`config.mk`:
```
export PLATFORM = sky130hd
export DESIGN_NAME = srtc_core
export DESIGN_NICKNAME = d
export VERILOG_FILES = /design/src/design/srtc_core.v
export VERILOG_INCLUDE_DIRS = /design/src /design/src/design
export SDC_FILE = /design/constraint.sdc
export NUM_CORES = 1
export LEC_CHECK = 0
export ABC_AREA = 1
export BUFFER_PORTS_ARGS = -buffer_cell sky130_fd_sc_hd__buf_4
export CORE_ASPECT_RATIO = 1.2
export CORE_MARGIN = 4
export CORE_UTILIZATION = 60
export CTS_CLUSTER_DIAMETER = 150
export DETAILED_ROUTE_END_ITERATION = 10
export PLACE_DENSITY = 0.75
export SLEW_MARGIN = 20
export SYNTH_ARGS = -nofsm -noshare
export SYNTH_HDL_FRONTEND = slang
export SYNTH_SLANG_ARGS = --single-unit
```
`constraint.sdc`:
```
create_clock -name clock_in -period 17.5 [get_ports clock_in]
set_clock_uncertainty 0.1 [all_clocks]
set_input_delay 0 -clock clock_in [delete_from_list [all_inputs] [get_ports clock_in]]
set_output_delay 0 -clock clock_in [all_outputs]
set_load 0.02 [all_outputs]
```
`src/design/srtc_defs.vh`:
```
`ifndef SRTC_DEFS_VH
`define SRTC_DEFS_VH

// register indices; byte address is four times the index
`define SRTC_IDX_SEC     4'h0
`define SRTC_IDX_MIN     4'h1
`define SRTC_IDX_HOUR    4'h2
`define SRTC_IDX_WDAY    4'h3
`define SRTC_IDX_DAY     4'h4
`define SRTC_IDX_MON     4'h5
`define SRTC_IDX_YEAR    4'h6
`define SRTC_IDX_ADJ     4'h7
`define SRTC_IDX_AW_MIN  4'h8
`define SRTC_IDX_AW_HOUR 4'h9
`define SRTC_IDX_AW_DAYS 4'hA
`define SRTC_IDX_AD_MIN  4'hB
`define SRTC_IDX_AD_HOUR 4'hC
`define SRTC_IDX_CTRL1   4'hE
`define SRTC_IDX_CTRL2   4'hF

// control 1 fields
`define SRTC_C1_WALE 7
`define SRTC_C1_DALE 6
`define SRTC_C1_H24  5
`define SRTC_C1_SCR  4
`define SRTC_C1_TEST 3
// control 2 fields
`define SRTC_C2_VDSL 7
`define SRTC_C2_VDET 6
`define SRTC_C2_XST  5
`define SRTC_C2_PON  4
`define SRTC_C2_SCR  3
`define SRTC_C2_CTFG 2
`define SRTC_C2_WAFG 1
`define SRTC_C2_DAFG 0
// correction register resolution bit
`define SRTC_ADJ_DEV 7
// month register century bit
`define SRTC_MON_CENT 7

// periodic interrupt select codes
`define SRTC_CT_2HZ   3'h2
`define SRTC_CT_1HZ   3'h3
`define SRTC_CT_SEC   3'h4
`define SRTC_CT_MIN   3'h5
`define SRTC_CT_HOUR  3'h6
`define SRTC_CT_MONTH 3'h7

// timing counts, in 50 ns clock cycles: half second, detector delay, correction step
`define SRTC_HALF_SEC_CYC  26'h989680
`define SRTC_DET_DELAY_CYC 22'h1E8480
`define SRTC_ADJ_STEP_CYC  26'h4B0
// seconds between correction points
`define SRTC_ADJ_SECS_COARSE 6'h14
`define SRTC_ADJ_SECS_FINE   6'h3C

// serial command layout
`define SRTC_CMD_READ 3

`endif

```
`src/design/srtc_core.v`:
```
// Notes on behaviour
// (RULE_01) serial data is accepted or returned only while chip select is high
// (RULE_02) host keeps the serial clock at or below 1 MHz
// (RULE_03) serial transfers are ignored while the main supply is low
// (RULE_04) seconds to two-digit year counters, all readable and writable
// (RULE_05) year divisible by four is leap, February then has 29 days
// (RULE_06) weekly alarm matches hour, minute and any set of weekdays
// (RULE_07) daily alarm matches hour and minute every day
// (RULE_08) both alarms drive the one active-low interrupt pin
// (RULE_09) each alarm has a pollable match flag
// (RULE_10) rate correction: 3ppm steps to 189ppm, or 1ppm steps to 63ppm
// (RULE_11) supply detect output low while main supply is at or below threshold
// (RULE_12) supply detect output released high only after a fixed delay
// (RULE_13) sticky flag records any oscillator stop
// (RULE_14) cold start of backup supply resets control and sets power-on flag
// (RULE_15) backup supply sampled once a second, low result latched
// (RULE_16) periodic interrupt at 2 Hz, 1 Hz, minute, hour or monthly
// (RULE_17) pulse waveform for 1 and 2 Hz, held level for the others
// (RULE_18) periodic interrupt state is pollable as well as on the pin
// (RULE_19) crystal clock is always output, no disable
// (RULE_20) power-on clears correction and both control registers except halt flag
// (RULE_21) resolution bit clear selects coarse steps, set selects fine steps
// (RULE_22) serial data pin driven only in the read-data phase
// (RULE_23) serial state machine held in reset while chip select is low
`timescale 1ns/1ps
`include "srtc_defs.vh"

module srtc_core #(
	parameter [25:0] HALF_SEC_CYCLES  = `SRTC_HALF_SEC_CYC,
	parameter [21:0] DET_DELAY_CYCLES = `SRTC_DET_DELAY_CYC
) (
	input  wire        clock_in,
	input  wire        rst_n_in,
	input  wire        psel_in,
	input  wire        penable_in,
	input  wire        pwrite_in,
	input  wire [7:0]  paddr_in,
	input  wire [31:0] pwdata_in,
	output reg  [31:0] prdata_out,
	output reg         pready_out,
	output reg         pslverr_out,
	input  wire        chip_select_in,
	input  wire        serial_clock_in,
	input  wire        serial_data_in,
	output reg         serial_data_out,
	output reg         serial_data_oe_out,
	input  wire        crystal_osc_in,
	input  wire        main_supply_low_in,
	input  wire        backup_cold_start_in,
	input  wire        osc_stopped_in,
	input  wire        backup_below_in,
	output reg         interrupt_out_n,
	output reg         main_supply_detect_n_out,
	output reg         crystal_clock_out,
	output reg         backup_threshold_sel_out
);

	localparam [2:0]  ST_CMD = 3'b001;
	localparam [2:0]  ST_WR  = 3'b010;
	localparam [2:0]  ST_RD  = 3'b100;
	localparam [25:0] ADJ_STEP = `SRTC_ADJ_STEP_CYC;
	localparam [25:0] HALF_M1  = HALF_SEC_CYCLES - 26'h1;

	// counters and registers
	reg [6:0]  sec;
	reg [6:0]  min;
	reg [5:0]  hour;
	reg [2:0]  wday;
	reg [5:0]  day;
	reg [7:0]  mon;
	reg [7:0]  year;
	reg [7:0]  adj;
	reg [6:0]  aw_min;
	reg [5:0]  aw_hour;
	reg [6:0]  aw_days;
	reg [6:0]  ad_min;
	reg [5:0]  ad_hour;
	reg [7:0]  ctrl1;
	reg [7:0]  ctrl2;
	// synchronisers: ce, sclk, sdi, xtal, main low, cold, osc stop, backup low
	reg [7:0]  sync1;
	reg [7:0]  sync2;
	reg        sclk_d;
	reg        cold_d;
	// time base
	reg [25:0] half_cnt;
	reg [25:0] half_lim;
	reg        half_phase;
	reg [5:0]  adj_secs;
	reg        adj_due;
	reg        min_evt_d;
	reg [21:0] det_cnt;
	// serial engine
	reg [2:0]  ser_state;
	reg [2:0]  ser_bit;
	reg [7:0]  ser_sh;
	reg [3:0]  ser_addr;
	reg        ser_wr;
	reg [7:0]  ser_wdat;
	// shared write port
	reg        wr_en;
	reg [3:0]  wr_idx;
	reg [7:0]  wr_dat;
	reg        ct_pin;

	wire       ce_s      = sync2[7];
	wire       sclk_s    = sync2[6];
	wire       sdi_s     = sync2[5];
	wire       vlow_s    = sync2[3];
	wire       cold_s    = sync2[2];
	wire       ostop_s   = sync2[1];
	wire       bklow_s   = sync2[0];
	wire       sclk_rise = sclk_s & ~sclk_d;
	wire       apb_acc   = psel_in & penable_in & ~pready_out;
	wire       apb_ok    = (paddr_in[1:0] == 2'h0) && (paddr_in[7:6] == 2'h0);
	wire [3:0] apb_idx   = paddr_in[5:2];
	wire       half_tick = (half_cnt >= half_lim);
	wire       sec_tick  = half_tick & half_phase;
	wire       min_evt   = sec_tick & (sec == 7'h59);
	wire       hour_evt  = min_evt & (min == 7'h59);
	wire       day_evt   = hour_evt & (hour == 6'h23);
	wire       mon_evt   = day_evt & (day == last_day(mon[4:0], year));
	wire [2:0] ct_sel    = ctrl1[2:0];
	wire       ct_level  = ct_sel[2];
	wire [25:0] adj_ext  = {{19{adj[6]}}, adj[6:0]};
	wire [25:0] adj_cyc  = adj_ext * ADJ_STEP;
	// bcd successors, cut to each counter's width where used
	wire [7:0] sec_inc   = bcd_inc({1'b0, sec});
	wire [7:0] min_inc   = bcd_inc({1'b0, min});
	wire [7:0] hour_inc  = bcd_inc({2'b00, hour});
	wire [7:0] day_inc   = bcd_inc({2'b00, day});
	wire [7:0] mon_inc   = bcd_inc({3'b000, mon[4:0]});
	// read bytes for the command's index and for the next index
	wire [7:0] rd_first  = reg_rd(ser_sh[6:3]);
	wire [7:0] rd_next   = reg_rd(ser_addr + 4'h1);

	// bcd increment of a two-digit value
	function [7:0] bcd_inc;
		input [7:0] v;
		begin
			if (v[3:0] == 4'h9) begin
				bcd_inc = {v[7:4] + 4'h1, 4'h0};
			end else begin
				bcd_inc = {v[7:4], v[3:0] + 4'h1};
			end
		end
	endfunction

	// last day of a month, bcd
	function [5:0] last_day;
		input [4:0] m;
		input [7:0] y;
		reg         leap;
		begin
			// (RULE_05) leap year check
			leap = (~y[4] & ((y[3:0] == 4'h0) | (y[3:0] == 4'h4) | (y[3:0] == 4'h8))) |
				(y[4] & ((y[3:0] == 4'h2) | (y[3:0] == 4'h6)));
			case (m)
				5'h02: last_day = leap ? 6'h29 : 6'h28;
				5'h04, 5'h06, 5'h09, 5'h11: last_day = 6'h30;
				default: last_day = 6'h31;
			endcase
		end
	endfunction

	// register read mux, unused bits read zero
	function [7:0] reg_rd;
		input [3:0] i;
		begin
			if (i == `SRTC_IDX_SEC) reg_rd = {1'b0, sec};
			else if (i == `SRTC_IDX_MIN) reg_rd = {1'b0, min};
			else if (i == `SRTC_IDX_HOUR) reg_rd = {2'b00, hour};
			else if (i == `SRTC_IDX_WDAY) reg_rd = {5'h00, wday};
			else if (i == `SRTC_IDX_DAY) reg_rd = {2'b00, day};
			else if (i == `SRTC_IDX_MON) reg_rd = mon;
			else if (i == `SRTC_IDX_YEAR) reg_rd = year;
			else if (i == `SRTC_IDX_ADJ) reg_rd = adj;
			else if (i == `SRTC_IDX_AW_MIN) reg_rd = {1'b0, aw_min};
			else if (i == `SRTC_IDX_AW_HOUR) reg_rd = {2'b00, aw_hour};
			else if (i == `SRTC_IDX_AW_DAYS) reg_rd = {1'b0, aw_days};
			else if (i == `SRTC_IDX_AD_MIN) reg_rd = {1'b0, ad_min};
			else if (i == `SRTC_IDX_AD_HOUR) reg_rd = {2'b00, ad_hour};
			else if (i == `SRTC_IDX_CTRL1) reg_rd = ctrl1;
			else if (i == `SRTC_IDX_CTRL2) reg_rd = ctrl2;
			else reg_rd = 8'h00;
		end
	endfunction

	// half-second period, stretched or shortened at correction points
	always @* begin
		// (RULE_10) correction added once per interval
		half_lim = HALF_M1 + (adj_due ? adj_cyc : 26'h0);
	end

	// write port: serial write first, bus write otherwise
	always @* begin
		wr_en  = ser_wr | (apb_acc & pwrite_in & apb_ok);
		wr_idx = ser_wr ? ser_addr : apb_idx;
		wr_dat = ser_wr ? ser_wdat : pwdata_in[7:0];
	end

	// periodic pin level for the pulse and level modes
	always @* begin
		// (RULE_17) pulse in 1 and 2 Hz modes, held flag in level modes, low for codes 0 and 1
		if (ct_sel == `SRTC_CT_2HZ) ct_pin = (half_cnt < {1'b0, HALF_M1[25:1]});
		else if (ct_sel == `SRTC_CT_1HZ) ct_pin = ~half_phase;
		else if (ct_level) ct_pin = ctrl2[`SRTC_C2_CTFG];
		else ct_pin = 1'b0;
	end

	// input synchronisers and edge history
	always @(posedge clock_in) begin
		if (!rst_n_in) begin
			sync1  <= 8'h00;
			sync2  <= 8'h00;
			sclk_d <= 1'b0;
			cold_d <= 1'b0;
		end else begin
			sync1  <= {chip_select_in, serial_clock_in, serial_data_in, crystal_osc_in,
				main_supply_low_in, backup_cold_start_in, osc_stopped_in, backup_below_in};
			sync2  <= sync1;
			sclk_d <= sclk_s;
			cold_d <= cold_s;
		end
	end

	// time base and correction interval
	always @(posedge clock_in) begin
		if (!rst_n_in) begin
			half_cnt   <= 26'h0;
			half_phase <= 1'b0;
			adj_secs   <= 6'h0;
			adj_due    <= 1'b0;
			min_evt_d  <= 1'b0;
		end else begin
			min_evt_d <= min_evt;
			if (half_tick) begin
				half_cnt   <= 26'h0;
				half_phase <= ~half_phase;
				adj_due    <= 1'b0;
			end else begin
				half_cnt <= half_cnt + 26'h1;
			end
			// at or past the limit, so a fine to coarse switch never waits for a wrap
			// (RULE_21) resolution bit picks the interval
			if (sec_tick) begin
				if (adj_secs >= (adj[`SRTC_ADJ_DEV] ? `SRTC_ADJ_SECS_FINE : `SRTC_ADJ_SECS_COARSE) - 6'h1) begin
					adj_secs <= 6'h0;
					adj_due  <= (adj[6:0] != 7'h00);
				end else begin
					adj_secs <= adj_secs + 6'h1;
				end
			end
		end
	end

	// counters, registers and flags
	always @(posedge clock_in) begin
		if (!rst_n_in) begin
			sec     <= 7'h00;
			min     <= 7'h00;
			hour    <= 6'h00;
			wday    <= 3'h0;
			day     <= 6'h01;
			mon     <= 8'h01;
			year    <= 8'h00;
			adj     <= 8'h00;
			aw_min  <= 7'h00;
			aw_hour <= 6'h00;
			aw_days <= 7'h00;
			ad_min  <= 7'h00;
			ad_hour <= 6'h00;
			ctrl1   <= 8'h00;
			ctrl2   <= 8'h30;
		end else begin
			// (RULE_04) calendar carry chain
			if (sec_tick) sec <= (sec == 7'h59) ? 7'h00 : sec_inc[6:0];
			if (min_evt) min <= (min == 7'h59) ? 7'h00 : min_inc[6:0];
			if (hour_evt) hour <= (hour == 6'h23) ? 6'h00 : hour_inc[5:0];
			if (day_evt) begin
				wday <= (wday == 3'h6) ? 3'h0 : wday + 3'h1;
				day  <= mon_evt ? 6'h01 : day_inc[5:0];
			end
			if (mon_evt) begin
				mon[4:0] <= (mon[4:0] == 5'h12) ? 5'h01 : mon_inc[4:0];
				if (mon[4:0] == 5'h12) begin
					year <= (year == 8'h99) ? 8'h00 : bcd_inc(year);
					if (year == 8'h99) mon[`SRTC_MON_CENT] <= ~mon[`SRTC_MON_CENT];
				end
			end
			// host writes override the count
			if (wr_en) begin
				if (wr_idx == `SRTC_IDX_SEC) sec <= wr_dat[6:0];
				else if (wr_idx == `SRTC_IDX_MIN) min <= wr_dat[6:0];
				else if (wr_idx == `SRTC_IDX_HOUR) hour <= wr_dat[5:0];
				else if (wr_idx == `SRTC_IDX_WDAY) wday <= wr_dat[2:0];
				else if (wr_idx == `SRTC_IDX_DAY) day <= wr_dat[5:0];
				else if (wr_idx == `SRTC_IDX_MON) mon <= {wr_dat[7], 2'b00, wr_dat[4:0]};
				else if (wr_idx == `SRTC_IDX_YEAR) year <= wr_dat;
				else if (wr_idx == `SRTC_IDX_ADJ) adj <= wr_dat;
				else if (wr_idx == `SRTC_IDX_AW_MIN) aw_min <= wr_dat[6:0];
				else if (wr_idx == `SRTC_IDX_AW_HOUR) aw_hour <= wr_dat[5:0];
				else if (wr_idx == `SRTC_IDX_AW_DAYS) aw_days <= wr_dat[6:0];
				else if (wr_idx == `SRTC_IDX_AD_MIN) ad_min <= wr_dat[6:0];
				else if (wr_idx == `SRTC_IDX_AD_HOUR) ad_hour <= wr_dat[5:0];
				else if (wr_idx == `SRTC_IDX_CTRL1) ctrl1 <= wr_dat;
				else if (wr_idx == `SRTC_IDX_CTRL2) begin
					ctrl2[`SRTC_C2_VDSL] <= wr_dat[`SRTC_C2_VDSL];
					ctrl2[`SRTC_C2_SCR]  <= wr_dat[`SRTC_C2_SCR];
					// writes can only clear flags, by writing zero, never set them
					ctrl2[6:4] <= ctrl2[6:4] & wr_dat[6:4];
					ctrl2[2:0] <= ctrl2[2:0] & wr_dat[2:0];
				end
			end
			// (RULE_09) pollable alarm flags
			// (RULE_06) weekly alarm match
			if (min_evt_d && ctrl1[`SRTC_C1_WALE] && (min == aw_min) && (hour == aw_hour) && aw_days[wday])
				ctrl2[`SRTC_C2_WAFG] <= 1'b1;
			// (RULE_07) daily alarm match
			if (min_evt_d && ctrl1[`SRTC_C1_DALE] && (min == ad_min) && (hour == ad_hour))
				ctrl2[`SRTC_C2_DAFG] <= 1'b1;
			// (RULE_16) periodic events set the level flag
			if (ct_level && (((ct_sel == `SRTC_CT_SEC) && sec_tick) || ((ct_sel == `SRTC_CT_MIN) && min_evt) ||
				((ct_sel == `SRTC_CT_HOUR) && hour_evt) || ((ct_sel == `SRTC_CT_MONTH) && mon_evt)))
				ctrl2[`SRTC_C2_CTFG] <= 1'b1;
			// (RULE_18) pulse modes mirror the pin into the flag
			if (!ct_level) ctrl2[`SRTC_C2_CTFG] <= ct_pin;
			// (RULE_15) backup supply sampled each second
			if (sec_tick && bklow_s) ctrl2[`SRTC_C2_VDET] <= 1'b1;
			// (RULE_13) sticky oscillator halt flag
			if (ostop_s) ctrl2[`SRTC_C2_XST] <= 1'b1;
			// (RULE_14) cold start sets the power-on flag
			if (cold_s && !cold_d) begin
				// (RULE_20) clear correction and control, keep halt flag
				adj   <= 8'h00;
				ctrl1 <= 8'h00;
				ctrl2 <= {2'b00, ctrl2[`SRTC_C2_XST] | ostop_s, 5'h10};
			end
		end
	end

	// serial link engine
	always @(posedge clock_in) begin
		if (!rst_n_in) begin
			ser_state          <= ST_CMD;
			ser_bit            <= 3'h0;
			ser_sh             <= 8'h00;
			ser_addr           <= 4'h0;
			ser_wr             <= 1'b0;
			ser_wdat           <= 8'h00;
			serial_data_out    <= 1'b0;
			serial_data_oe_out <= 1'b0;
		end else begin
			ser_wr <= 1'b0;
			// (RULE_23) idle while chip select is low
			// (RULE_03) refused while main supply is low
			// (RULE_01) active only with chip select high
			if (!ce_s || vlow_s) begin
				ser_state          <= ST_CMD;
				ser_bit            <= 3'h0;
				serial_data_oe_out <= 1'b0;
			end else if (sclk_rise) begin
				ser_bit <= ser_bit + 3'h1;
				ser_sh  <= {ser_sh[6:0], sdi_s};
				case (ser_state)
					ST_CMD: begin
						if (ser_bit == 3'h7) begin
							ser_addr <= ser_sh[6:3];
							if (ser_sh[`SRTC_CMD_READ - 1]) begin
								// (RULE_22) drive only in the read phase
								ser_state          <= ST_RD;
								ser_sh             <= rd_first;
								serial_data_out    <= rd_first[7];
								serial_data_oe_out <= 1'b1;
							end else begin
								ser_state <= ST_WR;
							end
						end
					end
					ST_WR: begin
						if (ser_bit == 3'h7) begin
							ser_wr   <= 1'b1;
							ser_wdat <= {ser_sh[6:0], sdi_s};
						end
						if (ser_wr) ser_addr <= ser_addr + 4'h1;
					end
					default: begin
						if (ser_bit == 3'h7) begin
							ser_addr        <= ser_addr + 4'h1;
							ser_sh          <= rd_next;
							serial_data_out <= rd_next[7];
						end else begin
							ser_sh          <= {ser_sh[6:0], 1'b0};
							serial_data_out <= ser_sh[6];
						end
					end
				endcase
			end else if (ser_state == ST_WR && ser_wr) begin
				ser_addr <= ser_addr + 4'h1;
			end
		end
	end

	// apb slave, answers one cycle into the access phase, two if a serial write takes that cycle
	always @(posedge clock_in) begin
		if (!rst_n_in) begin
			pready_out  <= 1'b0;
			pslverr_out <= 1'b0;
			prdata_out  <= 32'h0000_0000;
		end else begin
			pready_out  <= apb_acc & ~ser_wr;
			pslverr_out <= apb_acc & ~ser_wr & ~apb_ok;
			prdata_out  <= (apb_acc && !pwrite_in && apb_ok) ? {24'h00_0000, reg_rd(apb_idx)} : 32'h0000_0000;
		end
	end

	// pins: interrupt, supply detect, clock out, threshold select
	always @(posedge clock_in) begin
		if (!rst_n_in) begin
			interrupt_out_n          <= 1'b1;
			main_supply_detect_n_out <= 1'b0;
			det_cnt                  <= 22'h0;
			crystal_clock_out        <= 1'b0;
			backup_threshold_sel_out <= 1'b0;
		end else begin
			// (RULE_08) alarms and periodic share the pin
			interrupt_out_n <= ~((ctrl1[`SRTC_C1_WALE] & ctrl2[`SRTC_C2_WAFG]) |
				(ctrl1[`SRTC_C1_DALE] & ctrl2[`SRTC_C2_DAFG]) | ct_pin);
			// (RULE_11) low at once when supply drops
			if (vlow_s) begin
				det_cnt                  <= 22'h0;
				main_supply_detect_n_out <= 1'b0;
			// (RULE_12) release after the detector delay
			end else if (det_cnt >= DET_DELAY_CYCLES - 22'h1) begin
				main_supply_detect_n_out <= 1'b1;
			end else begin
				det_cnt <= det_cnt + 22'h1;
			end
			// (RULE_19) crystal clock always passed out
			crystal_clock_out        <= sync2[4];
			backup_threshold_sel_out <= ctrl2[`SRTC_C2_VDSL];
		end
	end

endmodule

```
# --- Word-level counts from Yosys, hierarchy flattened ---
# Index checks and enable logic that the tools add are counted.
word_totals:
  regBits: 241
  wordCells: 521
  out_inout_bits: 40
  input_bits: 53
classes:
  addsub: 20
  n_mul: 1
  bitwise: 53
  mux: 158
  n_reduce_logical: 69
  magnitude_cmp: 5
  n_eq_ne: 168
ops:
  columns: ["op", "count"]
  rows:
  - ["$mux 8", 60]
  - ["$mux 7", 35]
  - ["$eq 4x4->1 const B", 35]
  - ["$mux 6", 19]
  - ["$reduce_and 16->1", 6]
  - ["$ne 2x1->1 const B", 42]
  - ["$ne 3x2->1 const B", 28]
  - ["$eq 4x3->1 const B", 18]
  - ["$eq 4x2->1 const B", 9]
  - ["$add 4x1->4 const B", 8]
  - ["$not 1->1", 27]
  - ["$add 24x26->26 const A", 1]
  - ["$add 26x1->26 const B", 1]
  - ["$ge 26x26->1", 1]
  - ["$lt 26x23->1 const B", 1]
  - ["$mul 26x7->22 const B", 1]
  - ["$mux 26", 1]
  - ["$mux 3", 8]
  - ["$mux 4", 6]
  - ["$add 22x1->22 const B", 1]
  - ["$ge 22x21->1 const B", 1]
  - ["$mux 1", 21]
  - ["$logic_not 4->1", 5]
  - ["$eq 3x3->1 const B", 6]
  - ["other kinds (52)", 133]

# --- Longest topological paths before layout ---
logic_depth:
  depth_word: 21
  mapped_depth: 40
  ltp_nobuf: 39

# --- Worst setup path after synthesis ---
# Ideal clock, no wire load.
synth_path:
  path_kind: "reg2reg"
  from: "reg adj[5]"
  to: "reg mon[0]"
  stages_incl_launch_ff: 39
  arrival_ns: 5.951
  synth_period_minus_slack_ns: 6.188
  path_slack_ns: 11.312
  path_buffers: 1
  path_cell_list: "dfxtp_1 -> inv_1 -> ha_1 -> inv_1 -> ha_1 -> fa_1 -> inv_1 -> fa_1 -> inv_1 -> ha_1 -> a21oi_1 -> nor2_1 -> a211oi_1 -> o21ai_1 -> nand2_1 -> inv_1 -> a21oi_1 -> nor2_1 -> (+3 left out) -> inv_1 -> o21ai_1 -> xor2_1 -> ha_1 -> nand2_1 -> nor4_1 -> nand3_1 -> nand3_2 -> nand2_4 -> nor2_4 -> nand2_4 -> nor2_4 -> nand2_4 -> inv_2 -> buf_4 -> nor2_1 -> o21ai_1 -> o211ai_1"
synth_between:
  elab_chain_cells: 17
synth_lines:
  columns: ["element", "line_no", "rtl"]
  rows:
  - ["start: declaration", "srtc_core.v:72", "reg [7:0] adj;"]
  - ["start signal: assignment", "srtc_core.v:300", "else if (wr_idx == `SRTC_IDX_ADJ) adj <= wr_dat;"]
  - ["$mul 26x7->22 (*)", "srtc_core.v:126", "wire [25:0] adj_cyc = adj_ext * ADJ_STEP;"]
  - ["$mux 26 (*)", "srtc_core.v:192", "half_lim = HALF_M1 + (adj_due ? adj_cyc : 26'h0);"]
  - ["$add 24x26->26 (*)", "srtc_core.v:192", null]
  - ["$ge 26x26->1 (*)", "srtc_core.v:117", "wire half_tick = (half_cnt >= half_lim);"]
  - ["$and 1x1->1 (*)", "srtc_core.v:118", "wire sec_tick = half_tick & half_phase;"]
  - ["$and 1x1->1 (*)", "srtc_core.v:119", "wire min_evt = sec_tick & (sec == 7'h59);"]
  - ["$and 1x1->1 (*)", "srtc_core.v:120", "wire hour_evt = min_evt & (min == 7'h59);"]
  - ["$and 1x1->1 (*)", "srtc_core.v:121", "wire day_evt = hour_evt & (hour == 6'h23);"]
  - ["$and 1x1->1 (*)", "srtc_core.v:122", "wire mon_evt = day_evt & (day == last_day(mon[4:0], year));"]
  - ["$mux 5 (*)", "srtc_core.v:284", "if (mon_evt) begin"]
  - ["$mux 8", "srtc_core.v:298", "else if (wr_idx == `SRTC_IDX_MON) mon <= {wr_dat[7], 2'b00, wr_dat[4:0]};"]
  - ["$mux 8", "srtc_core.v:297", "else if (wr_idx == `SRTC_IDX_DAY) day <= wr_dat[5:0];"]
  - ["$mux 8", "srtc_core.v:296", "else if (wr_idx == `SRTC_IDX_WDAY) wday <= wr_dat[2:0];"]
  - ["$mux 8", "srtc_core.v:295", "else if (wr_idx == `SRTC_IDX_HOUR) hour <= wr_dat[5:0];"]
  - ["$mux 8", "srtc_core.v:294", "else if (wr_idx == `SRTC_IDX_MIN) min <= wr_dat[6:0];"]
  - ["$mux 8", "srtc_core.v:293", "if (wr_idx == `SRTC_IDX_SEC) sec <= wr_dat[6:0];"]
  - ["$mux 8 (*)", "srtc_core.v:292", "if (wr_en) begin"]
  - ["end signal: assignment", "srtc_core.v:285", "mon[4:0] <= (mon[4:0] == 5'h12) ? 5'h01 : mon_inc[4:0];"]
  - ["end signal: indexed assignment", "srtc_core.v:288", "if (year == 8'h99) mon[`SRTC_MON_CENT] <= ~mon[`SRTC_MON_CENT];"]
  - ["end signal: assignment", "srtc_core.v:298", null]
  - ["end: declaration", "srtc_core.v:70", "reg [7:0] mon;"]
# Mark *: on every way between the ends. The rest lies on a longest branch, timed or not.
# A chain may end at the register's enable or synchronous reset.

# --- Worst setup path in the final report ---
layout_path:
  from: "reg adj[5]"
  to: "reg year[6]"
layout_between:
  elab_chain_cells: 18
layout_lines:
  columns: ["element", "line_no", "rtl"]
  rows:
  - ["$mul 26x7->22 (*)", "srtc_core.v:126", null]
  - ["$mux 26 (*)", "srtc_core.v:192", null]
  - ["$add 24x26->26 (*)", "srtc_core.v:192", null]
  - ["$ge 26x26->1 (*)", "srtc_core.v:117", null]
  - ["$and 1x1->1 (*)", "srtc_core.v:118", null]
  - ["$and 1x1->1 (*)", "srtc_core.v:119", null]
  - ["$and 1x1->1 (*)", "srtc_core.v:120", null]
  - ["$and 1x1->1 (*)", "srtc_core.v:121", null]
  - ["(+2 left out)", null, null]
  - ["$mux 8", "srtc_core.v:299", "else if (wr_idx == `SRTC_IDX_YEAR) year <= wr_dat;"]
  - ["$mux 8", "srtc_core.v:298", null]
  - ["$mux 8", "srtc_core.v:297", null]
  - ["$mux 8", "srtc_core.v:296", null]
  - ["$mux 8", "srtc_core.v:295", null]
  - ["$mux 8", "srtc_core.v:294", null]
  - ["$mux 8", "srtc_core.v:293", null]
  - ["$mux 8 (*)", "srtc_core.v:292", null]
  - ["end signal: assignment", "srtc_core.v:287", "year <= (year == 8'h99) ? 8'h00 : bcd_inc(year);"]
  - ["end signal: assignment", "srtc_core.v:299", null]
  - ["end: declaration", "srtc_core.v:71", "reg [7:0] year;"]
# Marks and branches as above.

==> key figures <==
Outcome
  • Status: complete, no violations

Layout
  • Leading cell type in the layout, fill and taps excluded: nand2_1
  • Reg area: 4340 um^2
  • Area occupied by multi-input gates: 9060 um^2
  • Most frequent cells in the layout: nand2_1 (436), inv_1 (399), o21ai_0 (249)
  • Share of cells above drive strength 1: 6.39%
  • Fin nets: 2534
  • Final core occ: 67.8%
  • Layout fillers: 2173
  • Synth-to-Final Area Change: 10.4%

Global route
  • Remaining Overflow, GRT: 0
  • Antenna violations before repair: 2
  • GRT Overall Usage: 39.4%
  • Pin count of the biggest net entering global routing: 98
  • Global-route wire length before repair: 88000 um
  • Vias in the first global route: 16024

Setup path
  • Crit-path max FO: 20
  • Max stage delay cell, worst path: dfxtp_1
  • Setup crit end: year[6]$_SDFF_PN0_
  • Worst Setup Start Kind: flop
  • Buf/Inv on CP: 8
  • CP Data Required Time: 17.87 ns
  • Crit path depth: 36
  • Worst path most repeated cell: inv_1
  • Slowest stage delay, CP: 0.63 ns
  • Worst r2r dst: year[6]$_SDFF_PN0_
  • Critical path launch point: adj[5]$_SDFFE_PP0P_
  • Reg2reg start: adj[5]$_SDFFE_PP0P_
  • R2r setup slk: 9.36 ns
  • CP Capture Type: flop
  • Worst R2R Path Depth: 36
  • Critical path class: flop to flop
  • Worst EP arrival: 8.51 ns
  • Crit-path leading delay family: simple AND/OR/NAND/NOR gates

Route
  • Drt first pass iters: 5
  • Via Count: 16834
  • Iter 0 DRT Violations: 1964
  • Total wire length: 57400 um
  • Residual DRC: 0
  • Final antenna-violating net count: 0
  • Vias/cell: 6.15
  • DR WL/cell: 21.0 um

Pwr
  • Sw frac: 24.4%
  • Pwr/cell area: 65.7 nW/um^2
  • Psw: 0.270 mW
  • P_int: 0.839 mW
  • Seq pwr share: 45.1%
  • Gate power share: 5.7%
  • Clk pwr share: 49.2%
  • Design Power: 1.11 mW
  • Peak VDD IR: 79.8 uV
  • Lkg Pwr: 7.52 nW

Timing
  • Final setup viols: 0
  • Min cycle time layout: 8.14 ns
  • Final hold viol count: 0
  • Final Slew Violations: 0
  • Max_slew headroom: 25.9%
  • TNS Setup: 0 ns
  • Final hold slack: 0.0972 ns
  • Crit share post-route: 46.5%
  • Worst-margin pin slew: 1.11 ns
  • Fmax: 0.123 GHz
  • RSZ-0062 raised after global routing: no

CTS
  • CTS Sinks: 217
  • H-tree depth: 1
  • Root Driver: clkbuf_16
  • CTS tree: yes
  • Cts bufs inserted: 24
  • PostCTS Resize Cnt: 0
  • Clock transition at the registers of the reported paths: 0.06 ns
  • Skew-Pair Late Insertion Delay: 0.53 ns
  • Bufs on Longest Clock Path: 3
  • Postcts setup bufs: 0

Synthesis
  • #FFs+latches synth: 217
  • Post-synthesis cell type count: 62
  • Post-synth ARST share: 0%
  • Top-area cell type share of the netlist area: 28.4%
  • Synth area leader: dfxtp_1
  • Gate count after technology mapping: 2344
  • YS warnings: 0
  • Dominant synthesized flop cell: dfxtp_1
  • Seq/Total Area, Yosys: 28.4%
  • Number of enable flip-flop cells after synthesis: 0
  • Avg Inst Size Synth: 6.52 um^2
  • Post-synthesis cell area: 15300 um^2
  • Ranking of synthesized cells by area: dfxtp_1 (28%), nand2_1 (11%), inv_1 (9.8%), o21ai_0 (8.3%), a21oi_1 (6.9%)

Placed design
  • I/O Buffers: 44
  • Routability cong.: 1.12
  • HPWL Detailed: 42500 um

Floorplan
  • Die area: 28100 um^2
  • Starting density of the core: 61.4%
  • Core area: 24900 um^2
  • Chip height: 183 um
  • Num rows: 63
  • Die X-Extent: 154 um
  • Num ports: 93

Worst hold path
  • Hold WC Path Type: primary input to flop

Run
  • # Max-Cap Violations: 0
## sequential cells by signal (all words and copies together) (netlist names), 8 cells and up
signal	count
ctrl2	8
adj	8
year	8
sync1	8
det_cnt	22
ctrl1	8
half_cnt	26
ser_wdat	8
sync2	8
prdata_out	8
## power by group through the flow
stage          Combinational, mW  Sequential (mW)  Clock [mW]
2_1_floorplan             0.0348            0.510           0
3_3_place_gp              0.0539            0.511           0
3_5_place_dp              0.0548            0.511           0
4_1_cts                   0.0593            0.500       0.545
5_1_grt                   0.0664            0.500       0.566
6_report                  0.0634            0.500       0.546
## synthesized netlist by cell type, types with 3 or more instances
library cell / n
ha_1: 79
nor2_1: 190
nor3b_1: 9
nor3_2: 3
o2111ai_1: 12
xnor2_1: 10
nand2_4: 3
inv_2: 6
nor2_2: 10
and3_1: 3
inv_1: 399
o22ai_1: 24
clkinv_1: 5
o21ai_2: 3
nand4_1: 30
dfxtp_1: 217
fa_1: 9
a21oi_1: 212
o21ai_0: 252
nand3_1: 95
o311ai_1: 3
nor4_1: 15
xor2_1: 31
nor2_4: 3
o221ai_1: 14
nand2_2: 3
a221oi_1: 8
o211ai_1: 40
o21a_1: 9
nand3_2: 6
clkbuf_1: 42
o21ai_1: 11
or2_2: 9
buf_2: 11
a31oi_1: 12
nand2_1: 436
buf_4: 26
nor3_1: 49
a211oi_1: 13
## repair_timing
| item | 4_1_cts | 5_1_grt |
|---|---|---|
| hold buffers | 25 | 0 |
| setup endpoints to repair | 0 | 0 |
| hold endpoints to repair | 50 | 0 |
## per-stage QoR
stage               std cells  cell area [um^2]  worst slack [ns]
floorplan                2367             15400             11.31
global placement         2666             15800              9.70
detailed placement       2666             15800              9.48
CTS                      2734             16900              9.47
global route             2735             16900              8.79
finish                   2736             16900              9.36
## cell families (layout without fill, tap and decap cells)
| group | Yosys count | after routing | share of synthesized area [%] |
|---|---|---|---|
| simple gates | 873 | 873 | 25.2 |
| compound gates | 632 | 632 | 23.5 |
| buf+inv | 492 | 535 | 12.9 |
| flops | 217 | 217 | 28.4 |
| fa+ha+maj | 88 | 88 | 7.65 |
| xor+xnor | 41 | 41 | 2.35 |
| other cells | 1 | 25 | 0.0245 |
## worst min-delay path: stages
cell           delay [ns]
dlygate4sd3_1        0.53
buf_4                0.10
nand2_1              0.04
inv_1                0.04
## how the worst min path moves through the flow
stage | cells after the start | slack, ns | to | start
after CTS | 4 | 0.08 | sync1[7]$_SDFF_PN0_ | chip_select_in
final | 4 | 0.1 | sync1[1]$_SDFF_PN0_ | osc_stopped_in
after global routing | 4 | 0.13 | sync1[1]$_SDFF_PN0_ | osc_stopped_in
after floorplan | 2 | -0.002 | sync1[0]$_SDFF_PN0_ | backup_below_in
after detailed placement | 3 | 0.09 | sync1[7]$_SDFF_PN0_ | chip_select_in
after global placement | 3 | 0.08 | sync1[2]$_SDFF_PN0_ | backup_cold_start_in
## cell type report
| type | count | area share (%) |
|---|---|---|
| Multi-Input combinational cell | 1658 | 53.7 |
| Sequential cell | 217 | 25.7 |
| Inverter | 410 | 9.12 |
| Clock buffer | 33 | 4.12 |
| Timing Repair Buffer | 82 | 4.04 |
| Tap cell | 325 | 2.41 |
| Clock inverter | 10 | 0.852 |
| Antenna cell | 1 | 0.0148 |
## layer usage
metal  wire length [um]  up-vias  global-route usage [%]  share of wire [%]
li1                   -     7851                       -                  -
met1              21100     7685                    45.9                 37
met2              26400     1005                    67.1                 46
met3               5310      291                    7.06                9.3
met4               4540        2                    24.6                7.9
met5                 11        -                       0              0.019
Power figures use the tool's default switching activity.
